**src/hdl/pif_pkg.sv**
```systemverilog
// Package of constants for the peripheral interrupt enable and flag block
`default_nettype none
package pif_pkg;
    localparam logic [7:0] FLAGS_ADDR    = 8'h0C;
    localparam logic [7:0] ENABLES_ADDR  = 8'h8C;
    localparam logic [7:0] IMPL_MASK     = 8'hC9;
    localparam logic [7:0] REG_RESET     = 8'h00;
    localparam int         NVM_BIT       = 7;
    localparam int         CONV_BIT      = 6;
    localparam int         CMP_BIT       = 3;
    localparam int         TMR_BIT       = 0;
    localparam int         CORE_MIE_BIT  = 7;
    localparam int         CORE_PIE_BIT  = 6;
    localparam logic [11:0] APB_CTRL_OFF = 12'h000;
    localparam logic [11:0] APB_STAT_OFF = 12'h004;
    localparam logic [11:0] APB_DATA_OFF = 12'h008;
    localparam int         CTRL_GO_BIT   = 0;
    localparam int         CTRL_WR_BIT   = 1;
    localparam int         CTRL_SEL_BIT  = 2;
    localparam int         CTRL_DAT_LSB  = 8;
    localparam int         STAT_BUSY_BIT = 0;
    localparam int         STAT_REQ_BIT  = 1;
    localparam int         STAT_PEND_BIT = 2;
endpackage
`default_nettype wire

```
**src/hdl/pif_if.sv**
```systemverilog
// Interface joining the interrupt block and its core-side controller
`default_nettype none
interface pif_if;
    logic [7:0] addr;
    logic       wr_en;
    logic       rd_en;
    logic [7:0] wdata;
    logic [7:0] rdata;
    logic [7:0] core_ctrl;
    logic       periph_irq;
    logic       irq_to_core;
    modport dev (input addr, input wr_en, input rd_en, input wdata, input core_ctrl,
                 output rdata, output periph_irq, output irq_to_core);
    modport ctl (output addr, output wr_en, output rd_en, output wdata, output core_ctrl,
                 input rdata, input periph_irq, input irq_to_core);
endinterface
`default_nettype wire

```
**src/hdl/pif_ctl.sv**
```systemverilog
// Core-side controller: APB registers drive accesses to the interrupt block
`default_nettype none
module pif_ctl (
    input  wire logic        clk,
    input  wire logic        rst_n,
    pif_if.ctl               bus,
    input  wire logic        psel,
    input  wire logic        penable,
    input  wire logic        pwrite,
    input  wire logic [11:0] paddr,
    input  wire logic [31:0] pwdata,
    output logic      [31:0] prdata,
    output logic             pready,
    output logic             pslverr
);
    typedef enum logic [2:0] {
        ST_IDLE = 3'b001,
        ST_ACC  = 3'b010,
        ST_DONE = 3'b100
    } pif_ctl_st_t;

    typedef struct packed {
        pif_ctl_st_t st;
        logic [7:0]  addr;
        logic        wr;
        logic        rd;
        logic [7:0]  wdata;
        logic [7:0]  core_ctrl;
        logic [7:0]  rdata;
        logic [31:0] prdata;
        logic        pready;
    } pif_ctl_state_t;

    pif_ctl_state_t s_q;
    pif_ctl_state_t s_d;
    logic           acc;

    always_comb begin
        s_d        = s_q;
        s_d.wr     = 1'b0;
        s_d.rd     = 1'b0;
        s_d.pready = 1'b0;
        acc        = psel && penable && !s_q.pready;
        case (s_q.st)
            ST_IDLE: begin
            end
            ST_ACC: begin
                s_d.st = ST_DONE;
            end
            ST_DONE: begin
                s_d.rdata = bus.rdata;
                s_d.st    = ST_IDLE;
            end
            default: s_d.st = ST_IDLE;
        endcase
        if (acc) begin
            s_d.pready = 1'b1;
            s_d.prdata = 32'h0000_0000;
            if (paddr == pif_pkg::APB_CTRL_OFF) begin
                if (pwrite) begin
                    s_d.core_ctrl = pwdata[7:0];
                    if (pwdata[pif_pkg::CTRL_GO_BIT] && s_q.st == ST_IDLE) begin
                        s_d.addr  = pwdata[pif_pkg::CTRL_SEL_BIT] ? pif_pkg::ENABLES_ADDR : pif_pkg::FLAGS_ADDR;
                        s_d.wr    = pwdata[pif_pkg::CTRL_WR_BIT];
                        s_d.rd    = !pwdata[pif_pkg::CTRL_WR_BIT];
                        s_d.wdata = pwdata[pif_pkg::CTRL_DAT_LSB +: 8];
                        s_d.st    = ST_ACC;
                    end
                end else begin
                    s_d.prdata[7:0] = s_q.core_ctrl;
                end
            end else if (paddr == pif_pkg::APB_STAT_OFF) begin
                s_d.prdata[pif_pkg::STAT_BUSY_BIT] = s_q.st != ST_IDLE;
                s_d.prdata[pif_pkg::STAT_REQ_BIT]  = bus.irq_to_core;
                s_d.prdata[pif_pkg::STAT_PEND_BIT] = bus.periph_irq;
            end else if (paddr == pif_pkg::APB_DATA_OFF) begin
                s_d.prdata[7:0] = s_q.rdata;
            end
        end
    end

    always_ff @(posedge clk or negedge rst_n) begin
        if (!rst_n) begin
            s_q    <= '0;
            s_q.st <= ST_IDLE;
        end else begin
            s_q <= s_d;
        end
    end

    assign bus.addr      = s_q.addr;
    assign bus.wr_en     = s_q.wr;
    assign bus.rd_en     = s_q.rd;
    assign bus.wdata     = s_q.wdata;
    assign bus.core_ctrl = s_q.core_ctrl;
    assign prdata        = s_q.prdata;
    assign pready        = s_q.pready;
    assign pslverr       = 1'b0;
endmodule
`default_nettype wire

```
**src/flat_wrapper.sv**
```systemverilog
// flat-port wrapper written by rule: the top's interface ports become plain ports
module pif_ctl_flat 
  (clk, rst_n, psel, penable, pwrite, paddr, pwdata, prdata, pready, pslverr, bus_addr, bus_wr_en, bus_rd_en, bus_wdata, bus_core_ctrl, bus_rdata, bus_periph_irq, bus_irq_to_core);
  pif_if bus_i ();
  input  wire logic clk;
  input  wire logic rst_n;
  input  wire logic psel;
  input  wire logic penable;
  input  wire logic pwrite;
  input  wire logic [11:0] paddr;
  input  wire logic [31:0] pwdata;
  output logic      [31:0] prdata;
  output logic pready;
  output logic pslverr;
  output wire logic [$bits(bus_i.addr)-1:0] bus_addr;
  output wire logic [$bits(bus_i.wr_en)-1:0] bus_wr_en;
  output wire logic [$bits(bus_i.rd_en)-1:0] bus_rd_en;
  output wire logic [$bits(bus_i.wdata)-1:0] bus_wdata;
  output wire logic [$bits(bus_i.core_ctrl)-1:0] bus_core_ctrl;
  input wire logic [$bits(bus_i.rdata)-1:0] bus_rdata;
  input wire logic [$bits(bus_i.periph_irq)-1:0] bus_periph_irq;
  input wire logic [$bits(bus_i.irq_to_core)-1:0] bus_irq_to_core;
  assign bus_addr = bus_i.addr;
  assign bus_wr_en = bus_i.wr_en;
  assign bus_rd_en = bus_i.rd_en;
  assign bus_wdata = bus_i.wdata;
  assign bus_core_ctrl = bus_i.core_ctrl;
  assign bus_i.rdata = bus_rdata;
  assign bus_i.periph_irq = bus_periph_irq;
  assign bus_i.irq_to_core = bus_irq_to_core;
  pif_ctl u_core (.clk(clk), .rst_n(rst_n), .bus(bus_i), .psel(psel), .penable(penable), .pwrite(pwrite), .paddr(paddr), .pwdata(pwdata), .prdata(prdata), .pready(pready), .pslverr(pslverr));
endmodule
```
**config.mk**
```make
export PLATFORM = sky130hd
export DESIGN_NAME = pif_ctl_flat
export DESIGN_NICKNAME = d
export VERILOG_FILES = /design/src/hdl/pif_pkg.sv /design/src/hdl/pif_if.sv /design/src/hdl/pif_ctl.sv /design/src/flat_wrapper.sv
export SDC_FILE = /design/constraint.sdc
export NUM_CORES = 1
export LEC_CHECK = 0
export ABC_AREA = 1
export BUFFER_PORTS_ARGS = -buffer_cell sky130_fd_sc_hd__buf_2
export CORE_MARGIN = 2
export CORE_UTILIZATION = 43
export CTS_BUF_LIST = sky130_fd_sc_hd__clkbuf_8
export CTS_CLUSTER_DIAMETER = 120
export CTS_CLUSTER_SIZE = 28
export DETAILED_ROUTE_END_ITERATION = 10
export GPL_TIMING_DRIVEN = 0
export PLACE_DENSITY = 0.81
export SLEW_MARGIN = 20
export SYNTH_ARGS = -nofsm -noshare
export SYNTH_HDL_FRONTEND = slang
export SYNTH_SLANG_ARGS = --single-unit
```
**constraint.sdc**
```tcl
create_clock -name clk -period 1.99 [get_ports clk]
set_input_delay 0.199 -clock clk [delete_from_list [all_inputs] [get_ports clk]]
set_output_delay 0.199 -clock clk [all_outputs]
set_load 0.05 [all_outputs]
```
Word level (Yosys, flattened, before mapping). Cells that the tools add are included. W data, S select, Z words.

Output and inout bits: 60. Register bits: 46. Bits of input ports: 59. ROM bits: 0. Logic and storage cells: 35. Bits in latches: 0. Bits in writable memories: 0. Memories: 0.

Reductions and logical operators: 8. Multiply operators: 0. Mux-type cells: 12. Div/mod/pow operators: 0. Bitwise logic cells: 0. Equal/unequal tests: 6. Magnitude comparators: 0. Shift operators: 0. $add $sub $neg: 0.

Operators by type and width (count): $mux W29 (3); $mux W8 (4); $mux W21 (1); $eq A12 B3 Y1 const B (1); $eq A12 B4 Y1 const B (1); $logic_not A12 Y1 (1); $pmux W3 S2 (1); $mux W5 (1); $reduce_and A4 Y1 (1); $eq A3 B1 Y1 const B (1); $eq A3 B2 Y1 const B (1); $eq A3 B3 Y1 const B (1); $logic_and A1 B1 Y1 (3); $mux W3 (1); $ne A3 B1 Y1 const B (1); $reduce_and A3 Y1 (1); $logic_not A1 Y1 (2); $mux W1 (1).

Depth between registers and ports, before layout.
Word-level depth: 6. Depth in mapped cells: 8. Gate-level depth less buffers: 8.

Least setup slack after synthesis. OpenSTA, ideal clock, no wires.

Kind: reg-to-reg. From: register u_core.s_q (netlist bit u_core.pready). To: register u_core.s_q (netlist bit u_core.bus.addr[3]). Slack: 0.491 ns. Required time: 1.866 ns. Period minus slack after synthesis: 1.499 ns. Cell stages (with the launch flop): 7. Setup time: 0.124 ns. Arrival time: 1.375 ns. Cell sequence: dfrtp_1 inv_1 nand3_4 inv_2 nand3_4 nor2_4 or2_1.

Cells in the longest elaborated chain, start to end: 3.

RTL lines: start, declared (RTL line pif_ctl.sv:34) `pif_ctl_state_t s_q;`; $logic_not A1 Y1 (RTL line pif_ctl.sv:43) `acc = psel && penable && !s_q.pready;`; $logic_and A1 B1 Y1 (RTL line pif_ctl.sv:43); net u_core.acc (RTL line pif_ctl.sv:36) `logic acc;`; $reduce_and A4 Y1 (no source line).

The timed path passes the listed nets, and every way through them passes these cells. A chain may end at the register's enable or synchronous reset.

Worst setup path after layout.
From: register u_core.s_q[67] (netlist bit). To: register u_core.s_q (netlist bit u_core.bus.wdata[0]).

Cells in the longest elaborated chain, start to end: 3.

RTL lines: $eq A3 B1 Y1 (RTL line pif_ctl.sv:62) `if (pwdata[pif_pkg::CTRL_GO_BIT] && s_q.st == ST_IDLE) begin`; $logic_and A1 B1 Y1 (RTL line pif_ctl.sv:62); $reduce_and A4 Y1 (no source line).

No other way between the ends.

==> Implementation_results.wiki <==
{| class="wikitable"
! Metric !! Value
|-
| # H-tree levels || 2
|-
| Relative slew slack || 40.56%
|-
| Number of instances resized during post-cts repair || 0
|-
| Path category of the worst min-delay check || in -> async
|-
| Input/output buffers || 72
|-
| Hold Fails Final Rpt || 0
|-
| Largest cells by area after synthesis || sky130_fd_sc_hd__dfrtp_1 43%, sky130_fd_sc_hd__buf_4 19%, sky130_fd_sc_hd__nand2_1 9.6%, sky130_fd_sc_hd__o21ai_1 4.8%, sky130_fd_sc_hd__nand3_1 4.2%
|-
| Diode insertion count for antenna repair || 0
|-
| Cell count after synthesis || 254
|-
| Power density normalized to cell area || 610.0 nW/um2
|-
| Path depth of the worst reg2reg path || 6
|-
| Crit path time final || 1.552 ns
|-
| Share of layout cells above drive strength 1 || 46.01%
|-
| Count of yosys warnings during synthesis || 0
|-
| Final layout net count || 421
|-
| Vias per cell || 4.284
|-
| Final-report setup violation count || 0
|-
| Largest net degree at the start of global routing || 41
|-
| Worst reg2reg path startpoint || u_core.s_q[67]$_DFF_PN1_
|-
| Chip Height || 76.77 um
|-
| Top flip-flop cell by instance count after synthesis || sky130_fd_sc_hd__dfrtp_1
|-
| Share of the clock period used by the worst path || 78.00%
|-
| Clk Latency, worst-skew pair || 0.30 ns
|-
| Per-instance average area after synthesis || 8.965 um2
|-
| CP endpoint kind || flop
|-
| Worst hold slack after final layout || 0.02066 ns
|-
| Transition time at the pin with the least slew margin || 0.8916 ns
|-
| Largest stage delay on the critical path || 0.54 ns
|-
| Number of buffers created by CTS || 5
|-
| Top cell type by total area after synthesis || sky130_fd_sc_hd__dfrtp_1
|-
| Outcome || complete, no violations
|-
| Slew Limit Fails || 0
|-
| # hold bufs at CTS || 0
|-
| Buffering stage count on the worst path with inverters included || 1
|-
| Post-CTS Setup Bufs || 0
|-
| Wire length of the first global-routing pass || 7914 um
|-
| Number of iterations in the first detailed-routing pass || 4
|-
| Critical Path Slowest Stage Cell || sky130_fd_sc_hd__dfstp_2
|-
| Arrival time at the worst endpoint || 1.78 ns
|-
| Post-detail-place hpwl || 3670 um
|-
| Full die area || 5894 um2
|-
| Placeable core region || 5107 um2
|-
| Sink count of the clock tree || 40
|-
| Overflow after GRT || 0
|-
| Fmax || 0.6443 GHz
|-
| CTS clock-pin slew for the worst setup and hold paths || 0.09 ns
|-
| Weighted congestion at the end of routability-driven global placement || 0.7804
|-
| Critical path destination || u_core.bus.wdata[0]$_DFFE_PN0P_
|-
| Launching element of the worst setup path || u_core.s_q[67]$_DFF_PN1_
|-
| Library cells used by synthesis || 23
|-
| Endpoint of the most critical register-to-register path || u_core.bus.wdata[0]$_DFFE_PN0P_
|-
| Max-Cap Viols || 0
|-
| Standard-cell rows || 26
|-
| Floorplan die width || 76.77 um
|-
| TritonCTS clock tree || yes
|-
| Largest fanout on the critical path || 10
|-
| Setup TNS || 0 ns
|-
| Remaining DRCs || 0
|-
| Root Buffer Master || sky130_fd_sc_hd__clkbuf_8
|-
| Initial DRC Count || 69
|-
| Worst EP required || 2.22 ns
|-
| Sequence of cells on the critical path || inv_1 -> nor2_1 -> nand4_2 -> nor2_4 -> nand2_1 -> nand2_1
|-
| Share of flip-flops with an asynchronous set or reset after synthesis || 100.0%
|-
| Combined area of all synthesized cells || 2277 um2
|-
| Worst-case vdd ir drop || 0.3434 mV
|-
| Initial cell density of the core || 44.59%
|-
| Sequential element share of the synthesized area || 44.01%
|-
| Minimum setup slack among reg-to-reg paths || 0.44 ns
|-
| Leak || 1.745 nW
|-
| Routed length per instance || 10.93 um
|-
| Remaining number of nets flagged by the antenna check after routing || 0
|-
| Critical path depth in cells || 6
|-
| Dominant cell type by count on the critical path || sky130_fd_sc_hd__nand2_1
|-
| Fraction of post-synthesis cell area in the top cell type by area || 42.86%
|-
| Clock Skew || 0.01090 ns
|-
| Initial antenna violation count || 0
|-
| Syn-to-layout area delta || 29.51%
|-
| Unrepaired setup endpoints after global routing || false
|-
| Worst path top cell family by delay || simple AND/OR/NAND/NOR gates
|-
| Boundary pin count || 119
|-
| Kind of start point of the critical path || flop
|-
| DR vias || 1855
|-
| Clock tree buffer depth || 2
|-
| Total wire length || 4733 um
|-
| Crit Path Category || reg -> reg
|-
| Via count of the first global-routing pass || 1804
|-
| Overall Global Routing Usage || 16.43%
|-
| Post-synthesis register bit count || 40
|-
| Number of flops mapped to enable cells by yosys || 0
|}
==> routing by layer <==
layer	track usage [%]	routed length (um)	up-vias
met5	0	0	-
met4	6.000	68	0
met3	4.471	312	9
met2	29.30	2503	57
met1	18.73	1849	855
li1	-	-	934
==> cell usage after synthesis (2+ instances only) <==
library cell / count
sky130_fd_sc_hd__nand2_1: 58
sky130_fd_sc_hd__buf_4: 57
sky130_fd_sc_hd__dfrtp_1: 39
sky130_fd_sc_hd__o21ai_1: 22
sky130_fd_sc_hd__nand3_1: 19
sky130_fd_sc_hd__inv_1: 15
sky130_fd_sc_hd__nor2_1: 11
sky130_fd_sc_hd__mux2_2: 8
sky130_fd_sc_hd__inv_2: 3
sky130_fd_sc_hd__nand2_2: 3
sky130_fd_sc_hd__nand3_4: 3
sky130_fd_sc_hd__nor2_2: 2
sky130_fd_sc_hd__nor2_4: 2
sky130_fd_sc_hd__nor2_8: 2
sky130_fd_sc_hd__nor4_2: 2
==> sequential cells by signal, summed over array words and instances (netlist names) <==
| signal | flops |
|---|---|
| u_core.s_q | 11 |
| u_core.bus.core_ctrl | 8 |
| u_core.bus.wdata | 8 |
| u_core.prdata | 8 |
| u_core.bus.addr | 2 |
| u_core.bus.rd_en | 1 |
| u_core.bus.wr_en | 1 |
| u_core.pready | 1 |
==> layout make-up <==
class	instances	area, um2
fillers	480	2158
flip-flops and latches	40	1002
multi-input cells	166	872.1
plain buffers	59	444.2
repair buffers	72	360.3
well taps	70	87.58
clock buffers	5	68.82
inverters	18	67.56
clock inverters	3	46.29
==> kinds of logic after synthesis <==
logic type             after synthesis  synth area share (%)
multiplexers                         8                 3.956
AO/OA/AOI/OAI                       22                 4.835
buffers and inverters               77                 22.47
other                                1                0.1647
AND/OR/NAND/NOR                    106                 24.56
flip-flops                          40                 44.01
==> per-stage QoR <==
stage	setup slack (ns)	utilization (%)	cells	cell area (um2)	power (W)
floorplan	0.4911	-	283	2386	0.001056
global placement	0.4820	55.49	425	2834	0.001126
detailed placement	0.4380	55.49	425	2834	0.001130
CTS	0.4125	57.74	433	2949	0.001816
global route	0.2941	57.74	433	2949	0.001871
finish	0.4378	57.74	433	2949	0.001799
==> power by group <==
group / switching [W] / internal [W] / total, W
sequential: 0.00000539 / 0.000822 / 0.000827
combinational: 0.000203 / 0.0000863 / 0.000289
clock: 0.000305 / 0.000378 / 0.000683
total: 0.000513 / 0.00129 / 0.00180
==> worst min-delay path by stage <==
stage,start,endpoint,slack [ns],cells after the start
floorplan,rst_n,u_core.bus.addr[3]$_DFFE_PN0P_,-0.1,0
global placement,rst_n,u_core.s_q[35]$_DFFE_PN0N_,0.36,1
detailed placement,rst_n,u_core.s_q[35]$_DFFE_PN0N_,0.37,1
CTS,rst_n,u_core.prdata[6]$_DFFE_PN0P_,0.05,1
global route,pwdata[1],u_core.bus.rd_en$_DFF_PN0_,0.08,2
finish,rst_n,u_core.s_q[39]$_DFFE_PN0N_,0.02,1
==> worst register-to-register path, cell delays in order, from the launching register on <==
cell and delay, ns:
sky130_fd_sc_hd__dfstp_2 0.54, sky130_fd_sc_hd__inv_1 0.05, sky130_fd_sc_hd__nor2_1 0.14, sky130_fd_sc_hd__nand4_2 0.29, sky130_fd_sc_hd__nor2_4 0.33, sky130_fd_sc_hd__nand2_1 0.09, sky130_fd_sc_hd__nand2_1 0.07
==> cell usage in the layout, fill, tap and decap left out <==
cell type                    Yosys  layout
sky130_fd_sc_hd__buf_2           1      73
sky130_fd_sc_hd__clkinvlp_4      0       1
sky130_fd_sc_hd__or2_1           1       1
sky130_fd_sc_hd__nand3_1        19      19
sky130_fd_sc_hd__nand2_1        58      58
sky130_fd_sc_hd__mux2_2          8       8
sky130_fd_sc_hd__nand2_2         3       3
sky130_fd_sc_hd__nor3_2          1       1
sky130_fd_sc_hd__nand3_4         3       3
sky130_fd_sc_hd__dfstp_2         1       1
sky130_fd_sc_hd__clkbuf_8        0       5
sky130_fd_sc_hd__buf_4          57      57
sky130_fd_sc_hd__nor2_2          2       2
sky130_fd_sc_hd__conb_1          1      30
sky130_fd_sc_hd__o21ai_1        22      22
sky130_fd_sc_hd__inv_1          15      15
sky130_fd_sc_hd__inv_6           0       1
sky130_fd_sc_hd__dfrtp_1        39      39
sky130_fd_sc_hd__bufinv_16       0       1
sky130_fd_sc_hd__buf_6           1       1
sky130_fd_sc_hd__nand4_2         1       1
sky130_fd_sc_hd__nor2_8          2       2
sky130_fd_sc_hd__nor3_1          1       1
sky130_fd_sc_hd__nor4_2          2       2
sky130_fd_sc_hd__inv_2           3       3
sky130_fd_sc_hd__nor2_1         11      11
sky130_fd_sc_hd__nor2_4          2       2
(Power assumes the default switching activity.)
